## src/rtl/jla_consts.vh

```
// constants for the multiframe clock alignment block
`ifndef JLA_CONSTS_VH
`define JLA_CONSTS_VH
`define JLA_ADDR_W            12
`define JLA_OFF_REF_CTRL      12'h120
`define JLA_OFF_REF_MON       12'h128
`define JLA_OFF_MF_OFFSET     12'h578
`define JLA_OFF_SUBCLASS      12'h590
`define JLA_OFF_FRAME_CFG     12'h5a0
`define JLA_OFF_STATUS        12'h5a4
`define JLA_RST_REF_CTRL      8'h00
`define JLA_RST_MF_OFFSET     8'h00
`define JLA_RST_SUBCLASS      8'h20
`define JLA_RST_FRAME_CFG     8'h01
`define JLA_RST_K_CFG         8'h1f
`define JLA_SUBCLASS_LSB      5
`define JLA_SUBCLASS_MSB      7
`define JLA_SC_ZERO           3'h0
`define JLA_SC_ONE            3'h1
`define JLA_POL_BIT           4
`define JLA_EDGE_BIT          3
`define JLA_OFFSET_MSB        4
`define JLA_MON_HOLD_MSB      7
`define JLA_MON_HOLD_LSB      4
`define JLA_MON_SETUP_MSB     3
`define JLA_MON_SETUP_LSB     0
`define JLA_OFF_K_CFG         12'h5a8
`endif

```

## src/rtl/jla_align.v

```verilog
// multiframe clock alignment to the system reference for the link transmitter
// What this block does
// - subclass field bits 7:5, reset 001
// - subclass 0 needs no reference input
// - subclass 0 transmitter clock phase arbitrary
// - multiframe clock marks every multiframe start
// - subclass 1 reference realigns clocks, dividers
// - latency variation at most one multiframe
// - five-bit offset delays multiframe clock
// - offset step scales with octets per frame
// - polarity bit picks alignment transition
// - edge bit picks rising or falling capture
// - read-only setup/hold monitor register
// - polarity 0 rising level; edge 0 rising clock
// - monitor hold high nibble, setup low nibble
`timescale 1ns/10ps
`default_nettype none
`include "jla_consts.vh"
module jla_align #(
   parameter DIV_W = 4
) (
   // clock and reset
   input  wire                   clk,
   input  wire                   reset,
   // register port
   input  wire [`JLA_ADDR_W-1:0] reg_addr,
   input  wire [7:0]             reg_wdata,
   input  wire                   reg_wr,
   input  wire                   reg_rd,
   output reg  [7:0]             reg_rdata_ff,
   // system reference, plus its value a half period later
   input  wire                   sysref,
   input  wire                   sysref_fall,
   // timing outputs
   output reg                    frame_tick_ff,
   output reg                    mf_tick_ff,
   output reg                    div_sync_ff,
   output reg                    aligned_ff,
   output reg  [DIV_W-1:0]       sample_div_ff
);
   reg  [7:0] ref_ctrl_ff;
   reg  [7:0] mf_off_ff;
   reg  [7:0] subclass_ff;
   reg  [7:0] frame_cfg_ff;
   reg  [7:0] k_cfg_ff;
   reg        ref_q_ff;
   reg        ref_prev_ff;
   reg        ref_ev_ff;
   reg        ev_seen_ff;
   reg  [7:0] oct_cnt_ff;
   reg  [7:0] frm_cnt_ff;
   reg  [5:0] dly_cnt_ff;
   reg        dly_run_ff;
   reg        fr_end_d_ff;
   reg        mf_raw_ff;
   reg  [7:0] mon_ff;
   reg        mon_ld_ff;
   wire [7:0] taps;
   wire [2:0] subclass;
   wire       sc1;
   wire       ref_sel;
   wire       ref_edge;
   wire       oct_end;
   wire       frm_end;
   wire [5:0] dly_tgt;
   reg  [7:0] nxt_rdata;

   assign subclass = subclass_ff[`JLA_SUBCLASS_MSB:`JLA_SUBCLASS_LSB];
   assign sc1      = (subclass == `JLA_SC_ONE);
   // half-period sample comes from the pad as an ordinary input
   assign ref_sel  = ref_ctrl_ff[`JLA_EDGE_BIT] ? sysref_fall : sysref;
   // polarity 0 means low-to-high is the event
   assign ref_edge = ref_ctrl_ff[`JLA_POL_BIT] ? (ref_prev_ff & ~ref_q_ff)
                                              : (~ref_prev_ff & ref_q_ff);

   // offset step: f=1 four codes a frame, f=2 two codes, else one
   assign dly_tgt = (frame_cfg_ff == 8'h01) ? {3'h0, mf_off_ff[`JLA_OFFSET_MSB:2]} :
                    (frame_cfg_ff == 8'h02) ? {2'h0, mf_off_ff[`JLA_OFFSET_MSB:1]} :
                    {1'b0, mf_off_ff[`JLA_OFFSET_MSB:0]};

   assign oct_end = (oct_cnt_ff >= frame_cfg_ff - 8'h01);
   assign frm_end = oct_end & (frm_cnt_ff >= k_cfg_ff);

   // register writes
   always @(posedge clk or posedge reset) begin
      if (reset) begin
         ref_ctrl_ff  <= `JLA_RST_REF_CTRL;
         mf_off_ff    <= `JLA_RST_MF_OFFSET;
         subclass_ff  <= `JLA_RST_SUBCLASS;
         frame_cfg_ff <= `JLA_RST_FRAME_CFG;
         k_cfg_ff     <= `JLA_RST_K_CFG;
      end else if (reg_wr) begin
         if (reg_addr == `JLA_OFF_REF_CTRL) begin
            ref_ctrl_ff <= reg_wdata;
         end else if (reg_addr == `JLA_OFF_MF_OFFSET) begin
            mf_off_ff <= {3'h0, reg_wdata[`JLA_OFFSET_MSB:0]};
         end else if (reg_addr == `JLA_OFF_SUBCLASS) begin
            subclass_ff <= {reg_wdata[`JLA_SUBCLASS_MSB:`JLA_SUBCLASS_LSB], 5'h00};
         end else if (reg_addr == `JLA_OFF_FRAME_CFG) begin
            // zero octets would stall the counters
            frame_cfg_ff <= (reg_wdata == 8'h00) ? 8'h01 : reg_wdata;
         end else if (reg_addr == `JLA_OFF_K_CFG) begin
            k_cfg_ff <= reg_wdata;
         end
      end
   end

   // reference capture and event detect
   always @(posedge clk or posedge reset) begin
      if (reset) begin
         ref_q_ff    <= 1'b0;
         ref_prev_ff <= 1'b0;
         ref_ev_ff   <= 1'b0;
      end else begin
         ref_q_ff    <= ref_sel;
         ref_prev_ff <= ref_q_ff;
         // subclass 0 ignores the pin, so a floating input is harmless
         ref_ev_ff   <= ref_edge & sc1;
      end
   end

   // frame and multiframe counters, reset to common phase by the event
   always @(posedge clk or posedge reset) begin
      if (reset) begin
         oct_cnt_ff    <= 8'h00;
         frm_cnt_ff    <= 8'h00;
         sample_div_ff <= {DIV_W{1'b0}};
         div_sync_ff   <= 1'b0;
         fr_end_d_ff   <= 1'b0;
         mf_raw_ff     <= 1'b0;
      end else begin
         div_sync_ff <= ref_ev_ff;
         if (ref_ev_ff) begin
            oct_cnt_ff    <= 8'h00;
            frm_cnt_ff    <= 8'h00;
            sample_div_ff <= {DIV_W{1'b0}};
            fr_end_d_ff   <= 1'b0;
            mf_raw_ff     <= 1'b0;
         end else begin
            // free running phase in subclass 0 is acceptable
            sample_div_ff <= sample_div_ff + {{(DIV_W-1){1'b0}}, 1'b1};
            fr_end_d_ff   <= oct_end;
            mf_raw_ff     <= frm_end;
            if (oct_end) begin
               oct_cnt_ff <= 8'h00;
               frm_cnt_ff <= frm_end ? 8'h00 : frm_cnt_ff + 8'h01;
            end else begin
               oct_cnt_ff <= oct_cnt_ff + 8'h01;
            end
         end
      end
   end

   // offset delay, counted in frame ends after the raw boundary
   always @(posedge clk or posedge reset) begin
      if (reset) begin
         dly_cnt_ff    <= 6'h00;
         dly_run_ff    <= 1'b0;
         mf_tick_ff    <= 1'b0;
         frame_tick_ff <= 1'b0;
      end else begin
         frame_tick_ff <= fr_end_d_ff;
         mf_tick_ff    <= 1'b0;
         if (ref_ev_ff) begin
            dly_run_ff <= 1'b0;
            dly_cnt_ff <= 6'h00;
         end else if (mf_raw_ff && dly_tgt == 6'h00) begin
            mf_tick_ff <= 1'b1;
         end else if (mf_raw_ff) begin
            // limitation: offset must stay below one multiframe
            dly_run_ff <= 1'b1;
            dly_cnt_ff <= 6'h00;
         end else if (dly_run_ff && fr_end_d_ff) begin
            if (dly_cnt_ff + 6'h01 == dly_tgt) begin
               mf_tick_ff <= 1'b1;
               dly_run_ff <= 1'b0;
            end
            dly_cnt_ff <= dly_cnt_ff + 6'h01;
         end
      end
   end

   // alignment flag: set by event or outside subclass 1; ev_seen_ff clears on a subclass register write unless an event comes in the same cycle
   always @(posedge clk or posedge reset) begin
      if (reset) begin
         ev_seen_ff <= 1'b0;
         aligned_ff <= 1'b0;
      end else begin
         if (ref_ev_ff) begin
            ev_seen_ff <= 1'b1;
         end else if (reg_wr && reg_addr == `JLA_OFF_SUBCLASS) begin
            ev_seen_ff <= 1'b0;
         end
         aligned_ff <= ev_seen_ff | ~sc1;
      end
   end

   // monitor: samples before and after the capture edge
   jla_mon_taps #(
      .DEPTH (8)
   ) u_taps (
      .clk     (clk),
      .reset   (reset),
      .sample  (ref_sel),
      .freeze  (ref_edge),
      .taps_ff (taps)
   );

   always @(posedge clk or posedge reset) begin
      if (reset) begin
         mon_ld_ff <= 1'b0;
         mon_ff    <= 8'h00;
      end else begin
         // taps hold the new window only one cycle after the freeze
         mon_ld_ff <= ref_edge;
         if (mon_ld_ff) begin
            // taps[1:0] are after the edge, older taps are before it
            mon_ff[`JLA_MON_HOLD_MSB:`JLA_MON_HOLD_LSB]   <= {2'h0, taps[1:0]};
            mon_ff[`JLA_MON_SETUP_MSB:`JLA_MON_SETUP_LSB] <= taps[5:2];
         end
      end
   end

   // read decode
   always @* begin
      nxt_rdata = 8'h00;
      if (reg_addr == `JLA_OFF_REF_CTRL) begin
         nxt_rdata = ref_ctrl_ff;
      end else if (reg_addr == `JLA_OFF_REF_MON) begin
         nxt_rdata = mon_ff;
      end else if (reg_addr == `JLA_OFF_MF_OFFSET) begin
         nxt_rdata = mf_off_ff;
      end else if (reg_addr == `JLA_OFF_SUBCLASS) begin
         nxt_rdata = subclass_ff;
      end else if (reg_addr == `JLA_OFF_FRAME_CFG) begin
         nxt_rdata = frame_cfg_ff;
      end else if (reg_addr == `JLA_OFF_K_CFG) begin
         nxt_rdata = k_cfg_ff;
      end else if (reg_addr == `JLA_OFF_STATUS) begin
         nxt_rdata = {7'h00, ev_seen_ff};
      end
   end

   always @(posedge clk or posedge reset) begin
      if (reset) begin
         reg_rdata_ff <= 8'h00;
      end else if (reg_rd) begin
         reg_rdata_ff <= nxt_rdata;
      end else begin
         reg_rdata_ff <= 8'h00;
      end
   end
endmodule // jla_align
`default_nettype wire

```

## src/rtl/jla_mon_taps.v

```verilog
// shift register of reference samples around the capture edge for the monitor
`timescale 1ns/10ps
`default_nettype none
module jla_mon_taps #(
   parameter DEPTH = 8
) (
   // clock and reset
   input  wire             clk,
   input  wire             reset,
   // sample stream and freeze request
   input  wire             sample,
   input  wire             freeze,
   // captured window
   output reg  [DEPTH-1:0] taps_ff
);
   reg [DEPTH-1:0] hist_ff;
   always @(posedge clk or posedge reset) begin
      if (reset) begin
         hist_ff <= {DEPTH{1'b0}};
         taps_ff <= {DEPTH{1'b0}};
      end else begin
         hist_ff <= {hist_ff[DEPTH-2:0], sample};
         if (freeze) begin
            taps_ff <= {hist_ff[DEPTH-2:0], sample};
         end
      end
   end
endmodule // jla_mon_taps
`default_nettype wire
```

## config.mk

```make
export PLATFORM = sky130hd
export DESIGN_NAME = jla_align
export DESIGN_NICKNAME = d
export VERILOG_FILES = /design/src/rtl/jla_align.v /design/src/rtl/jla_mon_taps.v
export VERILOG_INCLUDE_DIRS = /design/src /design/src/rtl
export SDC_FILE = /design/constraint.sdc
export NUM_CORES = 1
export LEC_CHECK = 0
export ABC_AREA = 1
export BUFFER_PORTS_ARGS = -buffer_cell sky130_fd_sc_hd__buf_4
export CAP_MARGIN = 20
export CELL_PAD_IN_SITES_DETAIL_PLACEMENT = 0
export CELL_PAD_IN_SITES_GLOBAL_PLACEMENT = 1
export CORE_AREA = 8 8 109 111
export DETAILED_ROUTE_END_ITERATION = 10
export DIE_AREA = 0 0 117 119
export PLACE_DENSITY = 0.83
export SYNTH_ARGS = -nofsm -noshare
export SYNTH_HDL_FRONTEND = slang
export SYNTH_SLANG_ARGS = --single-unit
```

## constraint.sdc

```tcl
create_clock -name clk -period 5.7 [get_ports clk]
set_input_delay 0.285 -clock clk [delete_from_list [all_inputs] [get_ports clk]]
set_output_delay 0.285 -clock clk [all_outputs]
set_load 0.005 [all_outputs]
```

# After elaboration in Yosys (flattened, before gate mapping)
# Index checks and enable logic that the tools add are counted.
# op_classes
add_sub_neg	5
n_lt_le_gt_ge	2
n_eq_ne	12
n_mux	37
bitwise	12
reduce_logical	16
# op_table
operator	count
8-bit two-way mux	13
12-bit by 11-bit equality test with 1-bit output, second input constant	5
12-bit by 9-bit equality test with 1-bit output, second input constant	2
6-bit two-way mux	4
1-bit two-way mux	17
8-bit by 1-bit adder with 8-bit output, second input constant	2
8-bit greater-or-equal comparator	2
5-bit two-way mux	2
8-bit by 1-bit equality test with 1-bit output, second input constant	1
8-bit by 2-bit equality test with 1-bit output, second input constant	1
8-bit logical NOT	1
8-bit by 1-bit subtractor with 8-bit output, second input constant	1
1-bit inverter	7
6-bit by 1-bit adder with 6-bit output, second input constant	1
6-bit by 5-bit equality test with 1-bit output	1
6-bit logical NOT	1
3-bit AND reduction	2
6-bit AND reduction	1
3-bit nonzero test	2
5-bit AND reduction	1
4-bit by 1-bit adder with 4-bit output, second input constant	1
1-bit AND	4
4-bit two-way mux	1
2-bit AND reduction	2
other kinds (6)	9
# totals
regBits	95
input_bits	26

# Logic depth before layout (Yosys ltp)
# Gate-level depths: netlist of the first run.
# logic_depth
depth_word	9
ltp_mapped	16

# Cells and area by module
# From an unflattened synthesis of the first run, not the netlist that was laid out.
# unflattened
cells_unflattened	600
area_unflattened_um2	5122.4
# by_module_without_submodules
mod	n_inst	cells_each	area_each_um2	seq_area_each_um2
jla_align	1	558	4638.2	2110.8
jla_mon_taps	1	42	484.2	375.4

# Worst setup path before layout of the first run
# No wires, ideal clock.
# synth_timing
path_type	register -> register
startpoint	register frame_cfg_ff[0]
endpoint	register frm_cnt_ff[3]
arrival_time_ns	2.237
t_required_ns	5.567
slack_ns	3.330
path_stages_with_launch	15
cell_sequence	dfstp_2 -> inv_1 -> ha_1 -> nand3_1 -> xor2_1 -> inv_1 -> ha_1 -> nand2_1 -> nor2_1 -> nand4_1 -> nand2_1 -> inv_1 -> nand2_1 -> clkbuf_1 -> o22ai_1
# synth_between
elab_chain_len	6
# synth_rtl
item	line_no	rtl
start, declared	jla_align.v:44	reg [7:0] frame_cfg_ff;
start signal, assigned	jla_align.v:90	frame_cfg_ff <= `JLA_RST_FRAME_CFG;
start signal, assigned	jla_align.v:101	frame_cfg_ff <= (reg_wdata == 8'h00) ? 8'h01 : reg_wdata;
8-bit by 1-bit subtractor with 8-bit output (*)	jla_align.v:81	assign oct_end = (oct_cnt_ff >= frame_cfg_ff - 8'h01);
8-bit greater-or-equal comparator (*)	jla_align.v:81	
1-bit AND	jla_align.v:82	assign frm_end = oct_end & (frm_cnt_ff >= k_cfg_ff);
8-bit two-way mux	jla_align.v:146	frm_cnt_ff <= frm_end ? 8'h00 : frm_cnt_ff + 8'h01;
8-bit two-way mux	jla_align.v:144	if (oct_end) begin
8-bit two-way mux	jla_align.v:133	if (ref_ev_ff) begin
end signal, assigned	jla_align.v:146	
end, declared	jla_align.v:51	reg [7:0] frm_cnt_ff;
# Every way passes the cells marked *; elsewhere a longest branch is shown, timed or not. The select of a mux whose other input is x is not followed.
# A chain may end at the register's enable or synchronous reset.

# Worst setup path in the final report of the first run
# layout_timing
startpoint	register frame_cfg_ff[2]
endpoint	register oct_cnt_ff[3]
# layout_between
elab_chain_len	4
# layout_rtl
item	line_no	rtl
8-bit by 1-bit subtractor with 8-bit output	jla_align.v:81	
8-bit greater-or-equal comparator	jla_align.v:81	
8-bit two-way mux	jla_align.v:144	
8-bit two-way mux	jla_align.v:133	
end signal, assigned	jla_align.v:148	oct_cnt_ff <= oct_cnt_ff + 8'h01;
end, declared	jla_align.v:50	reg [7:0] oct_cnt_ff;
# Every way passes these cells.

==> results of run 1 <==
-- cells in the mapped netlist, drive strengths merged --
master | number | area [µm²]
o211ai | 2 | 15.0
nor3 | 10 | 66.3
mux2 | 2 | 22.5
xor2 | 12 | 105
nand2 | 125 | 502
o221ai | 3 | 26.3
clkbuf | 3 | 11.3
o21ai | 60 | 300
buf | 3 | 15.0
o21bai | 1 | 7.51
o22ai | 11 | 68.8
nor4 | 1 | 6.26
and3 | 1 | 6.26
xnor2 | 5 | 43.8
nor2 | 43 | 205
o21a | 2 | 15.0
dfrtp | 86 | 2150
nor3b | 3 | 22.5
nand4 | 11 | 68.8
o31ai | 1 | 7.51
a31oi | 1 | 6.26
ha | 23 | 288
or3 | 1 | 6.26
dfstp | 7 | 184
nand3 | 40 | 225
inv | 92 | 348
a221oi | 1 | 8.76
a21oi | 28 | 140
-- stage by stage --
stage	cell area (µm²)	worst slack (ns)
2_1_floorplan	4870	3.01
3_3_place_gp	5330	3.19
3_5_place_dp	5330	3.03
4_1_cts	5530	2.99
5_1_grt	5530	2.78
6_report	5530	2.94
-- power breakdown --
part / internal [mW] / switching [mW] / leakage (nW)
Combinational: 0.0285 / 0.0503 / 1.38
Clock: 0.179 / 0.251 / 0.0975
Sequential: 0.678 / 0.0117 / 1.19
Total: 0.885 / 0.313 / 2.66
-- routing by layer --
layer / share of wire / global-route usage
met3: 0.024 / 0.0364
met1: 0.49 / 0.239
met4: 0.014 / 0.0536
met2: 0.47 / 0.274
met5: 0 / 0
-- sequential cells by signal, summed over array words and instances (netlist names), 3 cells and up --
name            flops
frame_cfg_ff        8
frm_cnt_ff          8
k_cfg_ff            8
oct_cnt_ff          8
ref_ctrl_ff         8
reg_rdata_ff        8
dly_cnt_ff          6
mon_ff              6
u_taps.taps_ff      6
mf_off_ff           5
u_taps.hist_ff      5
sample_div_ff       4
subclass_ff         3
-- path summary, 6_finish.rpt --
| path | start | endpoint | slack (ns) | cells past startpoint |
|---|---|---|---|---|
| hold / removal | reset | subclass_ff[6]$_DFFE_PP0P_ | 0.008 | 2 |
| hold reg to reg | u_taps.hist_ff[2]$_DFF_PP0_ | u_taps.hist_ff[3]$_DFF_PP0_ | 0.39 | 0 |
| setup reg to reg | frame_cfg_ff[2]$_DFFE_PP0P_ | oct_cnt_ff[3]$_DFF_PP0_ | 2.94 | 12 |
| max in group asynchronous | reset | frame_tick_ff$_DFF_PP0_ | 4.58 | 3 |
| setup / recovery | frame_cfg_ff[2]$_DFFE_PP0P_ | oct_cnt_ff[3]$_DFF_PP0_ | 2.94 | 12 |
| min in group clk | reg_wdata[6] | subclass_ff[6]$_DFFE_PP0P_ | 0.14 | 3 |
-- cell type report --
class | instances | area share
clock buffers | 10 | 0.0249
clock inverters | 6 | 0.0104
inverters | 92 | 0.0631
multi-input cells | 387 | 0.391
flip-flops and latches | 93 | 0.422
well taps | 136 | 0.0308
repair buffers | 42 | 0.0570
-- cell families after synthesis --
| logic type | share of synthesized area |
|---|---|
| adder cells (fa/ha/maj) | 0.0591 |
| buffers and inverters | 0.0768 |
| AO/OA/AOI/OAI | 0.122 |
| multiplexers | 0.00462 |
| XOR/XNOR | 0.0306 |
| flip-flops | 0.479 |
| AND/OR/NAND/NOR | 0.227 |
==> reports/results.txt, run 1 <==
Root Driver = clkbuf_8
relative slew slack = 0.485
register area = 2340 µm²
Final setup violation count = 0
Die Y = 119 µm
Final Core Density = 0.548
Power Total = 1.20 mW
Routed WL per cell = 14.8 µm
std cell rows = 37
Post-Route WL = 11.4 mm
Post-CTS Repair Setup Buffers = 0
Final #Nets = 674
cts repair resizes = 0
routed vias = 3914
Hold/Removal Path Class = in2async
ANT cells = 0
cells after synthesis = 578
Fillers = 989
Core Region = 10100 µm²
initial core utilization = 0.483
total track usage = 0.176
Layout Cells excl Fill = 766
antenna-violating nets left = 0
clk buf depth = 2
WP data arrival = 3.04 ns
Worst Max-Slew Pin Slew = 0.773 ns
number of buffers created by CTS = 9
Via density = 5.11
crit path time final = 2.76 ns
Slew Viols, Final = 0
Top delay family on crit path = simple AND/OR/NAND/NOR gates
unrepaired setup endpoints after global routing = no
Ports = 42
PwrDens = 217 nW/µm²
most common cell after layout, fill and taps aside = nand2_1
initial antenna violation count = 0
multi-input logic area = 2160 µm²
layout cell share with drive strength beyond 1 = 0.151
Die Wd = 117 µm
placed cell count = 750
Peak VDD IR = 0.000187 V
latest clock arrival within the worst-skew pair = 0.37 ns
final period utilization = 0.485
CP Launch Type = register
Worst-path clk slew = 0.10 ns
CP Buf/Inv Count = 1
setup_tns = 0 ns
#FFs+latches synth = 93
number of global-route vias before repair = 3863
worst clock skew = 0.0136 ns
clk sinks = 93
crit-path cells = nor2_4 -> nand4_1 -> nor3_1 -> xor2_1 -> ha_1 -> a21oi_1 -> o21ai_0 -> a21oi_1 -> nand2_1 -> inv_1 -> nand2_1 -> nor3b_1
Worst Path Max Fanout = 12
synthesized area = 4870 µm²
Worst Hold Slack = 0.00765 ns
Distinct cells, synth = 39
Die ar. = 13900 µm²
CTS tree = done
Data required, critical path = 5.98 ns
Max Fclk = 362 MHz
Layout area overhead = 13.5%
CP peak stage delay = 0.45 ns
commonest non-fill, non-tap cells in the layout = 118 x nand2_1, 86 x inv_1, 86 x dfrtp_1
first-pass GRT wire length = 19.2 mm
Slowest cell on crit path = dfrtp_1
Remaining DRCs = 0
Crit Path Category = reg2reg
Detailed Route Iter0 Violations = 258
largest net degree at the start of global routing = 51
# Max-Cap Violations = 0
Final Hold Vio Count = 0
Ys Warns = 0
PortBufs = 41
Worst setup EP type = register
Mapped Avg Cell Area = 8.43 µm²
syn nets = 627
GP Congestion = 0.877
register area share after synthesis = 0.479
detailed placement HPWL = 8.68 mm
CTS H-tree lvls = 3
Pleak = 2.66 nW
total gr overflow = 0
TritonRoute pass-1 iters = 5
status = completed
# hold bufs at CTS = 0
No activity file was read; power rests on OpenSTA's default activity.
==> run 2, diff against run 1 <==
ABC_AREA = 0   (was 1)
CORE_AREA = 8 8 115 117   (was 8 8 109 111)
DIE_AREA = 0 0 123 125   (was 0 0 117 119)
PLACE_DENSITY = 0.74   (was 0.83)
clock period = 2.3 ns   (was 5.7 ns; I/O delays follow)
==> run 2 against run 1 <==
Net effect:
- the flow now finishes with violations (negative setup slack)
- total power grew to 3.2 times the previous value
- setup slack worse by 3.5 ns
- sequential share of layout area is 4.5 points lower
- die area is 10% higher
- fmax is 4.0% lower
- cell area is 12% higher
- clock skew is 0.0041 ns lower
==> reports/results.txt, run 2 <==
status = finished with violations
failing checks = negative setup slack
Post-synth EDFFs = 0
clk sinks = 93
setup_tns = -9.00 ns
most common cell after layout, fill and taps aside = dfrtp_1
GP Congestion = 0.798
fin worst setup slack = -0.579 ns
Final setup violation count = 18
Reg2Reg Depth = 11
crit path time final = 2.88 ns
Hold/Removal Path Class = in2reg
unrepaired setup endpoints after global routing = yes
Remaining DRCs = 0
routed vias = 3704
TritonRoute pass-1 iters = 7
Final Hold Vio Count = 0
Root Driver = clkbuf_16
initial antenna violation count = 0
PwrDens = 610 nW/µm²
Worst setup EP type = register
CTS tree = done
worst clock skew = 0.00954 ns
CP Launch Type = register
reg2reg end = frm_cnt_ff[3]$_DFFE_PP0P_
Layout Cells excl Fill = 691
Die Wd = 123 µm
most common cell in the netlist = dfrtp_1
total track usage = 0.168
number of global-route vias before repair = 3952
Peak VDD IR = 0.000364 V
ANT cells = 0
WP data arrival = 3.15 ns
Power Total = 3.78 mW
Hold Path Origin = reg_wdata[1]
Worst Path Max Fanout = 7
clk buf depth = 2
Max Fclk = 347 MHz
Hold Path Depth = 3
Mapped Avg Cell Area = 10.6 µm²
Crit Path Category = reg2reg
Core Region = 11600 µm²
Routed WL per cell = 17.5 µm
detailed placement HPWL = 8.60 mm
synthesized area = 4760 µm²
Data required, critical path = 2.57 ns
placed cell count = 665
Synth area leaders = dfrtp_1 45%, mux2_2 8.3%, ha_1 6.0%
Worst Max-Slew Pin Slew = 0.714 ns
final period utilization = 1.25
Distinct cells, synth = 57
Slew Viols, Final = 0
cells after synthesis = 450
Die ar. = 15400 µm²
commonest non-fill, non-tap cells in the layout = 83 x dfrtp_1, 76 x buf_4, 35 x mux2_2
Ys Warns = 0
Layout area overhead = 30.2%
Pleak = 2.85 nW
Detailed Route Iter0 Violations = 198
latest clock arrival within the worst-skew pair = 0.35 ns
# Max-Cap Violations = 0
layout cell share with drive strength beyond 1 = 0.364
number of buffers created by CTS = 9
FF-to-FF Start = frame_cfg_ff[3]$_DFFE_PP0P_
first-pass GRT wire length = 20.3 mm
largest net degree at the start of global routing = 38
Post-synth top cells = 86 x dfrtp_1, 39 x nor2_1, 35 x mux2_2, 35 x nand2_1, 23 x ha_1
Worst-path clk slew = 0.07 ns
#FFs+latches synth = 93
syn nets = 499
Synth top area share = 0.452
total gr overflow = 0
area leader, netlist = dfrtp_1
ys async rst share = 1.00
PortBufs = 41
Hold EP = k_cfg_ff[1]$_DFFE_PP1P_
ys flop type = dfrtp_1
Post-Route WL = 12.1 mm
Die Y = 125 µm
Worst Hold Slack = 0.0269 ns
std cell rows = 40
Final #Nets = 588
antenna-violating nets left = 0
initial core utilization = 0.410
CTS H-tree lvls = 3
register area share after synthesis = 0.490
Via density = 5.36
relative slew slack = 0.523
R2R Setup Slk = -0.58 ns
Ports = 42
-- run 2: changes by cell type after synthesis, moves of 9 or more --
cell / previous run / this run
nand2_1: 118 / 35
inv_1: 87 / 22
o21ai_0: 54 / 15
mux2_2: 2 / 35
nand3_1: 35 / 16
nor2b_1: 0 / 11
a21oi_1: 28 / 18
o22ai_1: 11 / 2
-- run 2: per-stage QoR --
stage | utilization | area (µm²) | setup WS, ns
after detailed placement | 0.476 | 5530 | -0.760
after CTS | 0.521 | 6050 | -0.562
after global routing | 0.534 | 6200 | -0.683
after global placement | 0.476 | 5530 | -0.666
after floorplan | - | 4800 | -0.433
final | 0.534 | 6200 | -0.579
-- run 2: worst max path at each step --
| stage | startpoint | end | slack (ns) | depth (start not counted) |
|---|---|---|---|---|
| 2_1_floorplan | frame_cfg_ff[3]$_DFFE_PP0P_ | frm_cnt_ff[6]$_DFFE_PP0P_ | -0.43 | 12 |
| 3_3_place_gp | frame_cfg_ff[3]$_DFFE_PP0P_ | frm_cnt_ff[1]$_DFFE_PP0P_ | -0.67 | 11 |
| 3_5_place_dp | frame_cfg_ff[3]$_DFFE_PP0P_ | frm_cnt_ff[1]$_DFFE_PP0P_ | -0.76 | 11 |
| 4_1_cts | frame_cfg_ff[3]$_DFFE_PP0P_ | frm_cnt_ff[2]$_DFFE_PP0P_ | -0.56 | 11 |
| 5_1_grt | frame_cfg_ff[3]$_DFFE_PP0P_ | frm_cnt_ff[7]$_DFFE_PP0P_ | -0.68 | 11 |
| 6_report | frame_cfg_ff[3]$_DFFE_PP0P_ | frm_cnt_ff[3]$_DFFE_PP0P_ | -0.58 | 11 |
-- run 2: report_power, final --
part / total, mW / internal [mW] / switching [mW]
clock network: 1.40 / 0.747 / 0.653
registers: 1.85 / 1.75 / 0.107
logic: 0.528 / 0.275 / 0.253
-- run 2: cells by family after synthesis --
group / Yosys count / share of synthesized area
AND/OR/NAND/NOR: 159 / 0.174
flip-flops: 93 / 0.490
AO/OA/AOI/OAI: 83 / 0.120
multiplexers: 38 / 0.0890
buffers and inverters: 32 / 0.0263
adder cells (fa/ha/maj): 23 / 0.0604
XOR/XNOR: 22 / 0.0405
-- run 2: area by class of cell --
class / instances / area (µm²)
inverter: 22 / 86.3
clock buffer: 11 / 233
multi-input combinational: 326 / 2620
sequential: 93 / 2340
fill: 1049 / 5410
timing repair buffer: 87 / 702
clock inverter: 5 / 42.5
tap: 147 / 184
-- run 2: what timing repair did --
item | CTS | global route
gates resized for setup | 42 | 27
buffers inserted | 8 | 1
pin swaps | 21 | 11
endpoints found under the hold margin | 28 | 0
endpoints found under the setup margin | 26 | 26
cloned | 1 | 0
hold buffers | 1 | 0
-- run 2: metal layers --
metal / track usage / wire [µm] / vias up / share of wire
li1: - / - / 1807 / -
met1: 0.222 / 5530 / 1823 / 0.46
met2: 0.265 / 5820 / 62 / 0.48
met3: 0.0275 / 502 / 12 / 0.042
met4: 0.0716 / 222 / 0 / 0.018
met5: 0 / 0 / - / 0
-- run 2: critical path, cell delays in order (launching register included) --
cell,delay [ns]
dfrtp_1,0.38
or2_4,0.25
or4_4,0.43
buf_6,0.13
xor2_1,0.13
ha_1,0.30
nand2_1,0.06
nand2_2,0.12
nor2_4,0.06
a211o_4,0.38
or4_1,0.42
a31oi_1,0.14
==> run 3, diff against run 2 <==
HOLD_SLACK_MARGIN = 0.06   (was not set)
==> run 3 against run 2 <==
Net effect:
- first-iteration DRC count decreased by 11%
- largest cell class unchanged
- critical path depth did not move
- largest power group unchanged
- clock skew is essentially flat
- total power rose by 0.46%
- via count up 1.1%
- final cell count is 1.6% higher
- highest routed layer unchanged
- critical endpoint unchanged
- setup slack got worse by 0.0021 ns
- critical path type unchanged
- global-route usage grew 0.094 points
- the run still ends with negative setup slack left
- sequential cell count did not move
- clock-buffer cell count unchanged
- wire length up 0.95%
- hold slack improved by 0.069 ns
==> reports/results.txt, run 3 (synthesized netlist as in run 2, its figures left out) <==
Hold Path Origin = reg_addr[0]
PwrDens = 602 nW/µm²
Layout area overhead = 32.5%
Hold Path Depth = 4
total track usage = 0.169
Detailed Route Iter0 Violations = 177
Remaining DRCs = 0
Die Wd = 123 µm
largest net degree at the start of global routing = 38
Final setup violation count = 18
Routed WL per cell = 17.4 µm
status = finished with violations
commonest non-fill, non-tap cells in the layout = 83 x dfrtp_1, 76 x buf_4, 35 x mux2_2
antenna-violating nets left = 0
Worst-path clk slew = 0.07 ns
Crit Path Category = reg2reg
Slowest cell on crit path = or4_4
ANT cells = 0
Reg2Reg Depth = 11
CTS H-tree lvls = 3
FF-to-FF Start = frame_cfg_ff[3]$_DFFE_PP0P_
relative slew slack = 0.522
failing checks = negative setup slack
latest clock arrival within the worst-skew pair = 0.35 ns
Post-Route WL = 12.2 mm
Final Hold Vio Count = 0
worst clock skew = 0.00988 ns
routed vias = 3745
Hold/Removal Path Class = in2reg
initial antenna violation count = 0
final period utilization = 1.25
Via density = 5.33
Max Fclk = 347 MHz
R2R Setup Slk = -0.58 ns
setup_tns = -9.02 ns
total gr overflow = 0
WP data arrival = 3.15 ns
std cell rows = 40
Core Region = 11600 µm²
PortBufs = 41
Ports = 42
Fillers = 1039
Hold EP = reg_rdata_ff[0]$_DFF_PP0_
Final #Nets = 599
number of buffers created by CTS = 9
Worst Max-Slew Pin Slew = 0.716 ns
CP Buf/Inv Count = 1
CP Launch Type = register
most common cell after layout, fill and taps aside = dfrtp_1
detailed placement HPWL = 8.60 mm
Die ar. = 15400 µm²
Worst setup EP type = register
Peak VDD IR = 0.000365 V
Root Driver = clkbuf_16
crit-path cells = or2_4 -> or4_4 -> buf_6 -> xor2_1 -> ha_1 -> nand2_1 -> nand2_2 -> nor2_4 -> a211o_4 -> or4_1 -> a31oi_1
unrepaired setup endpoints after global routing = yes
Data required, critical path = 2.57 ns
number of global-route vias before repair = 4012
CTS tree = done
fin worst setup slack = -0.581 ns
Die Y = 125 µm
clk buf depth = 2
CP peak stage delay = 0.43 ns
Slew Viols, Final = 0
Pleak = 2.89 nW
layout cell share with drive strength beyond 1 = 0.357
initial core utilization = 0.410
TritonRoute pass-1 iters = 4
Top delay family on crit path = simple AND/OR/NAND/NOR gates
pre-CTS setup slack = -0.760 ns
Worst Hold Slack = 0.0956 ns
clk sinks = 93
Worst Path Max Fanout = 7
first-pass GRT wire length = 20.4 mm
crit path time final = 2.88 ns
reg2reg end = frm_cnt_ff[3]$_DFFE_PP0P_
# Max-Cap Violations = 0
GP Congestion = 0.798
==> run 3: cell types whose count changed in the layout (fill, tap and decap cells not counted) <==
cell	before	now
dlygate4sd3_1	1	12
==> run 3: per-layer routing <==
| layer | global-route usage | part of all wire | wire [µm] | vias to the layer above |
|---|---|---|---|---|
| met3 | 0.0275 | 0.029 | 357 | 16 |
| met1 | 0.223 | 0.47 | 5690 | 1846 |
| met2 | 0.266 | 0.48 | 5880 | 56 |
| met5 | 0 | 0 | 0 | - |
| met4 | 0.0744 | 0.021 | 256 | 0 |
| li1 | - | - | - | 1827 |
==> run 3: power by group <==
group          total, mW  switching [mW]  leakage, nW  internal, mW
sequential          1.85           0.107         1.18          1.75
combinational      0.544           0.256         1.58         0.287
clock               1.40           0.655        0.136         0.747
==> run 3: stage by stage <==
step / total power, mW / cell area (µm²) / utilization / cells
5_1_grt: 3.98 / 6310 / 0.544 / 702
6_report: 3.80 / 6310 / 0.544 / 702
2_1_floorplan: 2.10 / 4800 / - / 450
4_1_cts: 3.83 / 6160 / 0.531 / 700
3_3_place_gp: 2.26 / 5530 / 0.476 / 665
3_5_place_dp: 2.28 / 5530 / 0.476 / 665
==> run 3: final cells by class <==
cell class | instances | area (µm²) | area share
multi-input combinational | 326 | 2620 | 0.414
sequential | 93 | 2340 | 0.371
tap | 147 | 184 | 0.0291
clock buffer | 11 | 233 | 0.0369
inverter | 22 | 86.3 | 0.0137
clock inverter | 5 | 42.5 | 0.00674
timing repair buffer | 98 | 812 | 0.129
==> run 3: worst max path at each step <==
| stage | cells after the start | endpoint | startpoint |
|---|---|---|---|
| floorplan | 12 | frm_cnt_ff[6]$_DFFE_PP0P_ | frame_cfg_ff[3]$_DFFE_PP0P_ |
| global placement | 11 | frm_cnt_ff[1]$_DFFE_PP0P_ | frame_cfg_ff[3]$_DFFE_PP0P_ |
| detailed placement | 11 | frm_cnt_ff[1]$_DFFE_PP0P_ | frame_cfg_ff[3]$_DFFE_PP0P_ |
| CTS | 11 | frm_cnt_ff[2]$_DFFE_PP0P_ | frame_cfg_ff[3]$_DFFE_PP0P_ |
| global route | 11 | frm_cnt_ff[7]$_DFFE_PP0P_ | frame_cfg_ff[3]$_DFFE_PP0P_ |
| finish | 11 | frm_cnt_ff[3]$_DFFE_PP0P_ | frame_cfg_ff[3]$_DFFE_PP0P_ |
==> run 3: worst min-delay path, cell delays in order <==
cell,delay (ns)
buf_4,0.08
nor2_1,0.03
nand4_1,0.09
a31oi_1,0.08
==> run 3: timing repair <==
item,CTS,global route
gates resized for setup,42,27
hold endpoints to repair,60,0
endpoints found under the setup margin,26,26
cloned,1,0
pin swaps,21,11
hold buffers,12,0
setup buffers,8,1
